File: config.mk
export PLATFORM = sky130hd
export DESIGN_NAME = ssl_driver
export DESIGN_NICKNAME = d
export VERILOG_FILES = /design/src/common/ssl_pkg.sv /design/src/rtl/ssl_driver.sv /design/src/rtl/ssl_pin_sync.sv
export SDC_FILE = /design/constraint.sdc
export NUM_CORES = 1
export LEC_CHECK = 0
export BUFFER_PORTS_ARGS = -buffer_cell sky130_fd_sc_hd__buf_2
export CORE_MARGIN = 4
export CORE_UTILIZATION = 50
export DETAILED_ROUTE_END_ITERATION = 8
export GPL_TIMING_DRIVEN = 0
export PLACE_DENSITY_LB_ADDON = 0.25
export SLEW_MARGIN = 20
export SYNTH_ARGS = -nofsm -noshare
export SYNTH_HDL_FRONTEND = slang
export SYNTH_HIERARCHICAL = 1
export SYNTH_SLANG_ARGS = --single-unit
File: constraint.sdc
create_clock -name ref_clk_i -period 1.4 [get_ports ref_clk_i]
set_clock_uncertainty 0.2 [all_clocks]
set_input_delay 0.28 -clock ref_clk_i [delete_from_list [all_inputs] [get_ports ref_clk_i]]
set_output_delay 0.28 -clock ref_clk_i [all_outputs]
set_load 0.005 [all_outputs]
File: src/common/ssl_pkg.sv
// ssl_pkg: shared constants for the serial shift latch sink driver
// assumes: included before rtl files; no registers reachable by software
package ssl_pkg;
  localparam int unsigned SSL_STAGES   = 8;
  localparam int unsigned SSL_SYNC_LEN = 3;
  localparam logic        SSL_SINK_OFF = 1'b0;
  localparam logic [7:0]  SSL_RST_DATA = 8'h00;
  localparam logic [1:0]  SSL_PHASE_RISE = 2'b01;
  localparam logic [1:0]  SSL_PHASE_FALL = 2'b10;
  typedef enum logic [1:0] {
    SSL_CLK_LOW  = 2'b00,
    SSL_CLK_HIGH = 2'b01
  } ssl_clk_state_t;
endpackage : ssl_pkg

File: src/rtl/ssl_driver.sv
// ssl_driver: eight-stage shift register, transparent latch, gated sinks
// assumes: host pins are asynchronous and sampled on ref_clk_i (40 MHz)
//
// Contract
// while the strobe is high every shift stage is copied into its latch bit.
// the latch stays transparent and follows the shift stages all strobe-high.
// with the strobe tied high the host keeps the gate high during shifting.
// a high gate input forces every sink output off.
// the gate input never alters the stored latch contents.
// with the gate low each sink output follows its own latch bit.
// each shift clock rising edge advances the register, taking serial data.
// the primary cascade output shows the last stage, updated on clock rise.
// the secondary cascade output shows the last stage, updated on clock fall.
// eight sink outputs exist, one per latch bit and stage.
// stage 0 takes serial input, others their predecessor; strobe low holds.
`timescale 1ns/10ps
`default_nettype none
module ssl_driver
  import ssl_pkg::*;
#(
  parameter int unsigned STAGES = SSL_STAGES
) (
  input  wire logic              ref_clk_i,
  input  wire logic              rst_i,
  input  wire logic              serial_data_i,
  input  wire logic              shift_clk_i,
  input  wire logic              latch_strobe_i,
  input  wire logic              out_gate_n_i,
  output logic                   cascade_out_rise_o,
  output logic                   cascade_out_fall_o,
  output logic [STAGES-1:0]      sink_lines_o
);
  // --------------------------------------------------------------
  // pin synchronisers
  // --------------------------------------------------------------
  logic data_s;
  logic clk_s;
  logic strobe_s;
  logic gate_n_s;

  // every pin crosses in by the same path, so their
  // relative timing is kept
  ssl_pin_sync #(.RST_VAL(1'b0)) u_sync_data (
    .ref_clk_i (ref_clk_i),
    .rst_i     (rst_i),
    .pin_i     (serial_data_i),
    .level_o   (data_s)
  );
  ssl_pin_sync #(.RST_VAL(1'b0)) u_sync_clk (
    .ref_clk_i (ref_clk_i),
    .rst_i     (rst_i),
    .pin_i     (shift_clk_i),
    .level_o   (clk_s)
  );
  ssl_pin_sync #(.RST_VAL(1'b0)) u_sync_strobe (
    .ref_clk_i (ref_clk_i),
    .rst_i     (rst_i),
    .pin_i     (latch_strobe_i),
    .level_o   (strobe_s)
  );
  // gate resets high: outputs blanked until the host says otherwise
  ssl_pin_sync #(.RST_VAL(1'b1)) u_sync_gate (
    .ref_clk_i (ref_clk_i),
    .rst_i     (rst_i),
    .pin_i     (out_gate_n_i),
    .level_o   (gate_n_s)
  );

  // --------------------------------------------------------------
  // shift clock edge tracking
  // --------------------------------------------------------------
  ssl_clk_state_t clk_state_ff;
  logic           clk_rise;
  logic           clk_fall;

  always_ff @(posedge ref_clk_i) begin
    if (rst_i) begin
      clk_state_ff <= SSL_CLK_LOW;
    end else begin
      clk_state_ff <= clk_s ? SSL_CLK_HIGH : SSL_CLK_LOW;
    end
  end

  // an edge is one cycle wide; a pulse shorter than the
  // filter delay is lost, which limits the shift rate
  always_comb begin
    clk_rise = 1'b0;
    clk_fall = 1'b0;
    case (clk_state_ff)
      SSL_CLK_LOW:  clk_rise = clk_s;
      SSL_CLK_HIGH: clk_fall = !clk_s;
      default:      clk_rise = 1'b0;
    endcase
  end

  // --------------------------------------------------------------
  // shift register and cascade outputs
  // --------------------------------------------------------------
  logic [STAGES-1:0] shift_ff;
  logic [STAGES-1:0] nxt_shift;

  // data sampled with the edge, like the setup window of the pin
  assign nxt_shift = {shift_ff[STAGES-2:0], data_s};

  always_ff @(posedge ref_clk_i) begin
    if (rst_i) begin
      shift_ff <= SSL_RST_DATA[STAGES-1:0];
    end else if (clk_rise) begin
      shift_ff <= nxt_shift;
    end
  end

  always_ff @(posedge ref_clk_i) begin
    if (rst_i) begin
      cascade_out_rise_o <= 1'b0;
    end else if (clk_rise) begin
      cascade_out_rise_o <= nxt_shift[STAGES-1];
    end
  end

  // registered copy of the last stage; trails the rise
  // output by the high phase of the shift clock
  always_ff @(posedge ref_clk_i) begin
    if (rst_i) begin
      cascade_out_fall_o <= 1'b0;
    end else if (clk_fall) begin
      cascade_out_fall_o <= shift_ff[STAGES-1];
    end
  end

  // --------------------------------------------------------------
  // latch and sink gating
  // --------------------------------------------------------------
  logic [STAGES-1:0] latch_ff;
  logic [STAGES-1:0] nxt_latch;

  // the latch is a register sampled per cycle; strobe
  // pulses shorter than the filter delay are not seen
  // level-sensitive: follows the fresh shift value in the same cycle
  assign nxt_latch = clk_rise ? nxt_shift : shift_ff;

  always_ff @(posedge ref_clk_i) begin
    if (rst_i) begin
      latch_ff <= SSL_RST_DATA[STAGES-1:0];
    end else if (strobe_s) begin
      latch_ff <= nxt_latch;
    end
  end // strobe low holds R11; gate never touches it R5

  // sinks read nxt_latch under the strobe so the outputs
  // do not lag the latch by a cycle
  // one register per sink line R10
  always_ff @(posedge ref_clk_i) begin
    if (rst_i) begin
      sink_lines_o <= {STAGES{SSL_SINK_OFF}};
    end else if (gate_n_s) begin
      sink_lines_o <= {STAGES{SSL_SINK_OFF}};
    end else begin
      sink_lines_o <= strobe_s ? nxt_latch : latch_ff;
    end
  end

  // --------------------------------------------------------------
  // checks
  // --------------------------------------------------------------
  AST_SHIFT_ADV: assert property (@(posedge ref_clk_i) disable iff (rst_i)
    clk_rise |=> shift_ff == {$past(shift_ff[STAGES-2:0]), $past(data_s)})
    else $error("shift did not advance on clock rise");
  AST_SHIFT_HOLD: assert property (@(posedge ref_clk_i) disable iff (rst_i)
    !clk_rise |=> $stable(shift_ff))
    else $error("shift moved without clock rise");
  AST_LATCH_FOLLOW: assert property (@(posedge ref_clk_i) disable iff (rst_i)
    strobe_s ##1 strobe_s |-> latch_ff == shift_ff)
    else $error("latch not transparent");
  AST_LATCH_TRANSP: assert property (@(posedge ref_clk_i) disable iff (rst_i)
    strobe_s ##1 strobe_s && clk_rise |=>
    latch_ff == {$past(shift_ff[STAGES-2:0]), $past(data_s)})
    else $error("latch missed a later shift");
  AST_LATCH_HOLD: assert property (@(posedge ref_clk_i) disable iff (rst_i)
    !strobe_s |=> $stable(latch_ff))
    else $error("latch changed with strobe low");
  AST_GATE_OFF: assert property (@(posedge ref_clk_i) disable iff (rst_i)
    gate_n_s |=> sink_lines_o == {STAGES{SSL_SINK_OFF}})
    else $error("sinks on while gated");
  AST_GATE_KEEP: assert property (@(posedge ref_clk_i) disable iff (rst_i)
    !strobe_s && $changed(gate_n_s) |=> $stable(latch_ff))
    else $error("gate disturbed latch");
  AST_SINK_FOLLOW: assert property (@(posedge ref_clk_i) disable iff (rst_i)
    !gate_n_s && !strobe_s ##1 !strobe_s |-> sink_lines_o == latch_ff)
    else $error("sinks differ from latch");
  AST_CASC_RISE: assert property (@(posedge ref_clk_i) disable iff (rst_i)
    ##1 cascade_out_rise_o == shift_ff[STAGES-1])
    else $error("rise cascade wrong");
  AST_CASC_FALL: assert property (@(posedge ref_clk_i) disable iff (rst_i)
    clk_fall |=> cascade_out_fall_o == shift_ff[STAGES-1])
    else $error("fall cascade wrong");

  // --------------------------------------------------------------
  // checks: tracking, capture, holds, unblanking and reset
  // --------------------------------------------------------------
  AST_SINK_TRACK: assert property (@(posedge ref_clk_i) disable iff (rst_i)
    !gate_n_s && strobe_s |=> sink_lines_o == latch_ff)
    else $error("sinks lag transparent latch");
  AST_LATCH_CAPTURE: assert property (@(posedge ref_clk_i) disable iff (rst_i)
    strobe_s && !clk_rise |=> latch_ff == $past(shift_ff))
    else $error("latch did not copy shift stages");
  AST_GATE_UNBLANK: assert property (@(posedge ref_clk_i) disable iff (rst_i)
    $fell(gate_n_s) && !strobe_s |=> sink_lines_o == latch_ff)
    else $error("unblank lost latch contents");
  AST_BLANK_KEEP: assert property (@(posedge ref_clk_i) disable iff (rst_i)
    $rose(gate_n_s) && !strobe_s |=>
    $stable(latch_ff) && sink_lines_o == {STAGES{SSL_SINK_OFF}})
    else $error("blanking disturbed latch");
  AST_CASC_RISE_NEW: assert property (@(posedge ref_clk_i) disable iff (rst_i)
    clk_rise |=> cascade_out_rise_o == $past(shift_ff[STAGES-2]))
    else $error("rise cascade not new last stage");
  AST_CASC_RISE_HOLD: assert property (@(posedge ref_clk_i) disable iff (rst_i)
    !clk_rise |=> $stable(cascade_out_rise_o))
    else $error("rise cascade moved off a rise");
  AST_CASC_FALL_HOLD: assert property (@(posedge ref_clk_i) disable iff (rst_i)
    !clk_fall |=> $stable(cascade_out_fall_o))
    else $error("fall cascade moved off a fall");
  AST_RST_BLANK: assert property (@(posedge ref_clk_i)
    rst_i |=> sink_lines_o == {STAGES{SSL_SINK_OFF}})
    else $error("sinks on during reset");
endmodule : ssl_driver
`default_nettype wire

File: src/rtl/ssl_pin_sync.sv
// ssl_pin_sync: three-stage pin synchroniser with agreement filter
// assumes: input is asynchronous to ref_clk_i
`timescale 1ns/10ps
`default_nettype none
module ssl_pin_sync
  import ssl_pkg::*;
#(
  parameter logic RST_VAL = 1'b0
) (
  input  wire logic ref_clk_i,
  input  wire logic rst_i,
  input  wire logic pin_i,
  output logic      level_o
);
  logic [SSL_SYNC_LEN-1:0] sync_ff;

  // first stage only feeds the second; change accepted when 2nd and 3rd agree
  always_ff @(posedge ref_clk_i) begin
    if (rst_i) begin
      sync_ff <= {SSL_SYNC_LEN{RST_VAL}};
    end else begin
      sync_ff <= {sync_ff[SSL_SYNC_LEN-2:0], pin_i};
    end
  end

  always_ff @(posedge ref_clk_i) begin
    if (rst_i) begin
      level_o <= RST_VAL;
    end else if (sync_ff[SSL_SYNC_LEN-2] == sync_ff[SSL_SYNC_LEN-1]) begin
      level_o <= sync_ff[SSL_SYNC_LEN-1];
    end
  end
endmodule : ssl_pin_sync
`default_nettype wire
### Word-level counts from Yosys, hierarchy flattened

Cells that the tools add are included.

| storage, ports and cells | value |
|---|---|
| bits of input ports | 6 |
| flip-flop bits (word level) | 44 |
| logic and storage cells | 27 |
| output and inout port bits | 10 |

| cells by class | value |
|---|---|
| mux-type cells | 5 |
| equality and inequality tests | 5 |
| reduce and logical (&&, ||, !) cells | 3 |

Operators with widths:

| cell | count |
|---|---|
| 2-to-1 mux 8 bit | 2 |
| equality test 1 bit | 4 |
| 2-to-1 mux 1 bit | 3 |
| equality test 2 x 1 -> 1 bit (second input constant) | 1 |
| zero test 2 bit | 1 |
| OR reduction 2 bit | 1 |
| zero test 1 bit | 1 |

### Logic depth before layout (Yosys ltp)

| depth | value |
|---|---|
| depth in word-level cells | 4 |
| depth in mapped cells | 5 |
| gate-level depth less buffers | 3 |

### Hierarchy

Netlist, hierarchy kept.

Modules (own cells, without submodules):

| module | area each (um2) | cells each | instances | seq. area each (um2) |
|---|---|---|---|---|
| ssl_driver | 1039.7 | 98 | 1 | 540.5 |
| ssl_pin_sync at u_sync_clk ... | 112.6 | 10 | 3 | 80.1 |
| ssl_pin_sync at u_sync_gate | 115.1 | 10 | 1 | 80.1 |

### Worst setup path after synthesis

No wires, ideal clock.

| timing | value |
|---|---|
| path type | reg2reg |
| start | register u_sync_clk.level_o |
| end | register shift_ff[0] |
| setup slack | 64 ps |
| path buffers | 2 |
| clock period less this slack | 1336 ps |
| stages on the path, launching flop included | 6 |
| data required time | 1072 ps |
| data arrival time | 1009 ps |
| cells stage by stage | dfxtp_1 -> nor2b_4 -> buf_12 -> buf_12 -> mux2i_1 -> nor2_1 |

| on the way | value |
|---|---|
| longest elaborated chain between the ends | 2 |

Ends and longest elaborated chain:

| what | line | RTL |
|---|---|---|
| from (decl) | ssl_pin_sync.sv:13 | `output logic level_o` |
| from (signal assigned) | ssl_pin_sync.sv:30 | `level_o <= sync_ff[SSL_SYNC_LEN-1];` |
| 2-to-1 mux 1 bit | ssl_driver.sv:89 | `case (clk_state_ff)` |
| 2-to-1 mux 8 bit | -- |  |
| to (signal assigned) | ssl_driver.sv:107 | `shift_ff <= SSL_RST_DATA[STAGES-1:0];` |
| to (signal assigned) | ssl_driver.sv:109 | `shift_ff <= nxt_shift;` |
| to (decl) | ssl_driver.sv:99 | `logic [STAGES-1:0] shift_ff;` |

No other way between the ends.
A chain may end at the register's enable or synchronous reset.

### Worst setup path in the final report

| timing | value |
|---|---|
| start | register u_sync_clk.level_o |
| end | register shift_ff[5] |

The elaborated chain is that of the path after synthesis.

==> flow_summary.json <==
{
  "status": "completed",
  "setup_viol": 0,
  "wirelength_um": 2180,
  "die_h_um": 62.6,
  "drt_iter0_drc": 66,
  "numCtsBuffers": 5,
  "slowest_delay_ns": 0.36,
  "die_x_um": 62.6,
  "timing.final.max_slew_violations": 0,
  "tns_ns": 0,
  "synth_warnings": 6,
  "cpMaxStageDelayCell": "dfxtp_4",
  "ys_types": 21,
  "fill_cells": 234,
  "synth_area_mm2": 0.00149,
  "cp-end-kind": "flip-flop",
  "wl_per_cell_um": 11.0,
  "start_util": 0.532,
  "area_growth_pct": 16.3,
  "final_cell_mix": "dfxtp_1 (41), nor2_1 (19), mux2i_1 (17), buf_2 (16), nor3_1 (14)",
  "root_buffer": "clkbuf_4",
  "grt_pass1_wl_um": 3930,
  "rsz0062_at_grt": "false",
  "syn-mean-instance-area_um2": 10.8,
  "routed_via_density": 5.11,
  "crit_type": "reg -> reg",
  "num_vias": 1012,
  "syn_inst": 138,
  "cap_violations": 0,
  "cp-startpoint": "u_sync_clk/level_o",
  "std_cell_rows": 19,
  "ir_drop_mv": 0.472,
  "place_area_mm2": 0.00161,
  "cts_htree_levels": 2,
  "die-area_mm2": 0.00392,
  "overflow": 0,
  "cp-start-kind": "flip-flop",
  "grt_pass1_vias": 934,
  "setup_slack_ns": 0.0634,
  "antenna_found_initial": 0,
  "routabilityCongestion": 0.699,
  "crit_required_ns": 1.42,
  "slew_headroom": 0.743,
  "max_freq_ghz": 0.748,
  "min_path_type": "in -> reg",
  "cts.sinks": 43,
  "crit_arrival_ns": 1.36,
  "mostFrequentLayoutCell": "dfxtp_1",
  "synth_seq_cells": 43,
  "powerDensity_mw_per_mm2": 1050,
  "clkTransAtPathRegs_ns": 0.11,
  "io-pin-count": 16,
  "diodes": 0,
  "stdcell_area_mm2": 0.00174,
  "synth_area_leader_cell": "dfxtp_1",
  "cts_tree": "yes",
  "insertion_delay_ns": 0.33,
  "whs_ns": 0.0847,
  "grt_usage": 0.128,
  "syn-num-nets": 144,
  "final_nets": 172,
  "reg2reg_from": "u_sync_clk/level_o",
  "core_mm2": 0.00281,
  "remaining_drc_errors": 0,
  "worst_pin_slew_ns": 0.386,
  "finalCritPeriodShare": 0.955,
  "hpwlAfterDp_um": 1540,
  "synth.top_cell.area_share": 0.577,
  "synth_area_leaders": "dfxtp_1 (58%), mux2i_1 (11%), nor2_1 (4.8%), nor3_1 (4.7%), nor2b_1 (4.2%)",
  "ant_nets": 0,
  "drive_gt1_frac": 0.198,
  "path_max_fanout": 9,
  "seq_area_frac_synth": 0.577,
  "firstDrtPassIters": 4,
  "cts_max_path_buffers": 2,
  "crit_chain": "nor2b_4 -> buf_12 -> clkbuf_16 -> mux2i_1 -> nor2_1",
  "instances_no_fill": 198,
  "fin_crit_ns": 1.34,
  "hold_violations": 0,
  "dp_cells": 184,
  "min_from": "rst_i",
  "io_buffers": 15,
  "place_ws_ns": -0.232,
  "p_leak_nw": 0.643,
  "grt_max_degree": 19
}
==> final timing paths <==
kind / slack [ns] / cells after the start / to
setup / recovery: 0.06 / 5 / shift_ff[5]
hold / removal: 0.08 / 2 / u_sync_strobe/sync_ff[1]
setup reg to reg: 0.06 / 5 / shift_ff[5]
hold reg to reg: 0.22 / 1 / u_sync_gate/sync_ff[1]
==> sequential cells by signal (all words and copies together), names as in the netlist <==
signal                 cells
u_sync_gate/level_o        1
shift_ff                   8
u_sync_clk/sync_ff         3
u_sync_data/sync_ff        3
clk_state_ff               1
sink_lines_o               8
u_sync_strobe/sync_ff      3
latch_ff                   8
u_sync_clk/level_o         1
u_sync_strobe/level_o      1
u_sync_gate/sync_ff        3
cascade_out_rise_o         1
cascade_out_fall_o         1
u_sync_data/level_o        1
==> area by class of cell <==
| class | count | area (um2) | share of cell area |
|---|---|---|---|
| flip-flops and latches | 43 | 868 | 0.500 |
| multi-input cells | 89 | 572 | 0.329 |
| repair buffers | 21 | 148 | 0.0850 |
| plain buffers | 6 | 60.1 | 0.0346 |
| clock buffers | 7 | 45.0 | 0.0259 |
| well taps | 31 | 38.8 | 0.0223 |
| clock inverters | 1 | 5.00 | 0.00288 |
==> cells in the mapped netlist <==
| master | count |
|---|---|
| dfxtp_1 | 43 |
| buf_4 | 1 |
| nand2_1 | 3 |
| mux2i_1 | 17 |
| nor3_2 | 2 |
| nor3_1 | 14 |
| buf_1 | 1 |
| o21ai_4 | 1 |
| nor2b_1 | 10 |
| clkbuf_1 | 1 |
| buf_2 | 1 |
| and2b_1 | 1 |
| o21ai_1 | 3 |
| a21oi_1 | 4 |
| nor2_1 | 19 |
| nand4bb_1 | 1 |
| o21bai_1 | 1 |
| buf_12 | 2 |
| nand2b_1 | 8 |
| nor2b_4 | 1 |
| or2_1 | 4 |
==> critical path: cells and delay by family, from the launching register on <==
kind / cells / cell delay [ns]
DFF: 1 / 0.36
muxes: 1 / 0.17
buffers and inverters: 2 / 0.29
and+or+nand+nor: 2 / 0.20
==> cell families after synthesis <==
logic type / share of synthesized area
AO/OA/AOI/OAI: 0.0394
buffers and inverters: 0.0402
flip-flops: 0.577
multiplexers: 0.114
AND/OR/NAND/NOR: 0.230
==> where the power goes <==
| part | switching (mW) | total, mW | internal (mW) |
|---|---|---|---|
| logic | 0.0233 | 0.0485 | 0.0252 |
| registers | 0.00543 | 1.24 | 1.23 |
| clock network | 0.347 | 0.543 | 0.196 |
==> routing by layer <==
metal,routed length (um),vias up,track usage
met4,58,0,0.0909
met2,1030,19,0.202
met3,87,7,0.0432
li1,-,513,-
met5,0,-,0
met1,1000,473,0.143
==> through the flow <==
| step | util | power, mW |
|---|---|---|
| floorplan | - | 1.29 |
| global placement | 0.573 | 1.31 |
| detailed placement | 0.573 | 1.31 |
| CTS | 0.606 | 1.86 |
| global route | 0.619 | 1.93 |
| finish | 0.619 | 1.83 |
==> timing repair <==
| item | 4_1_cts | 5_1_grt |
|---|---|---|
| setup buffers | 0 | 1 |
| gates resized for setup | 2 | 2 |
| setup endpoints to repair | 18 | 15 |
| hold buffers | 4 | 0 |
| cloned | 0 | 1 |
| hold endpoints to repair | 4 | 0 |
No activity file was read; power rests on OpenSTA's default activity.
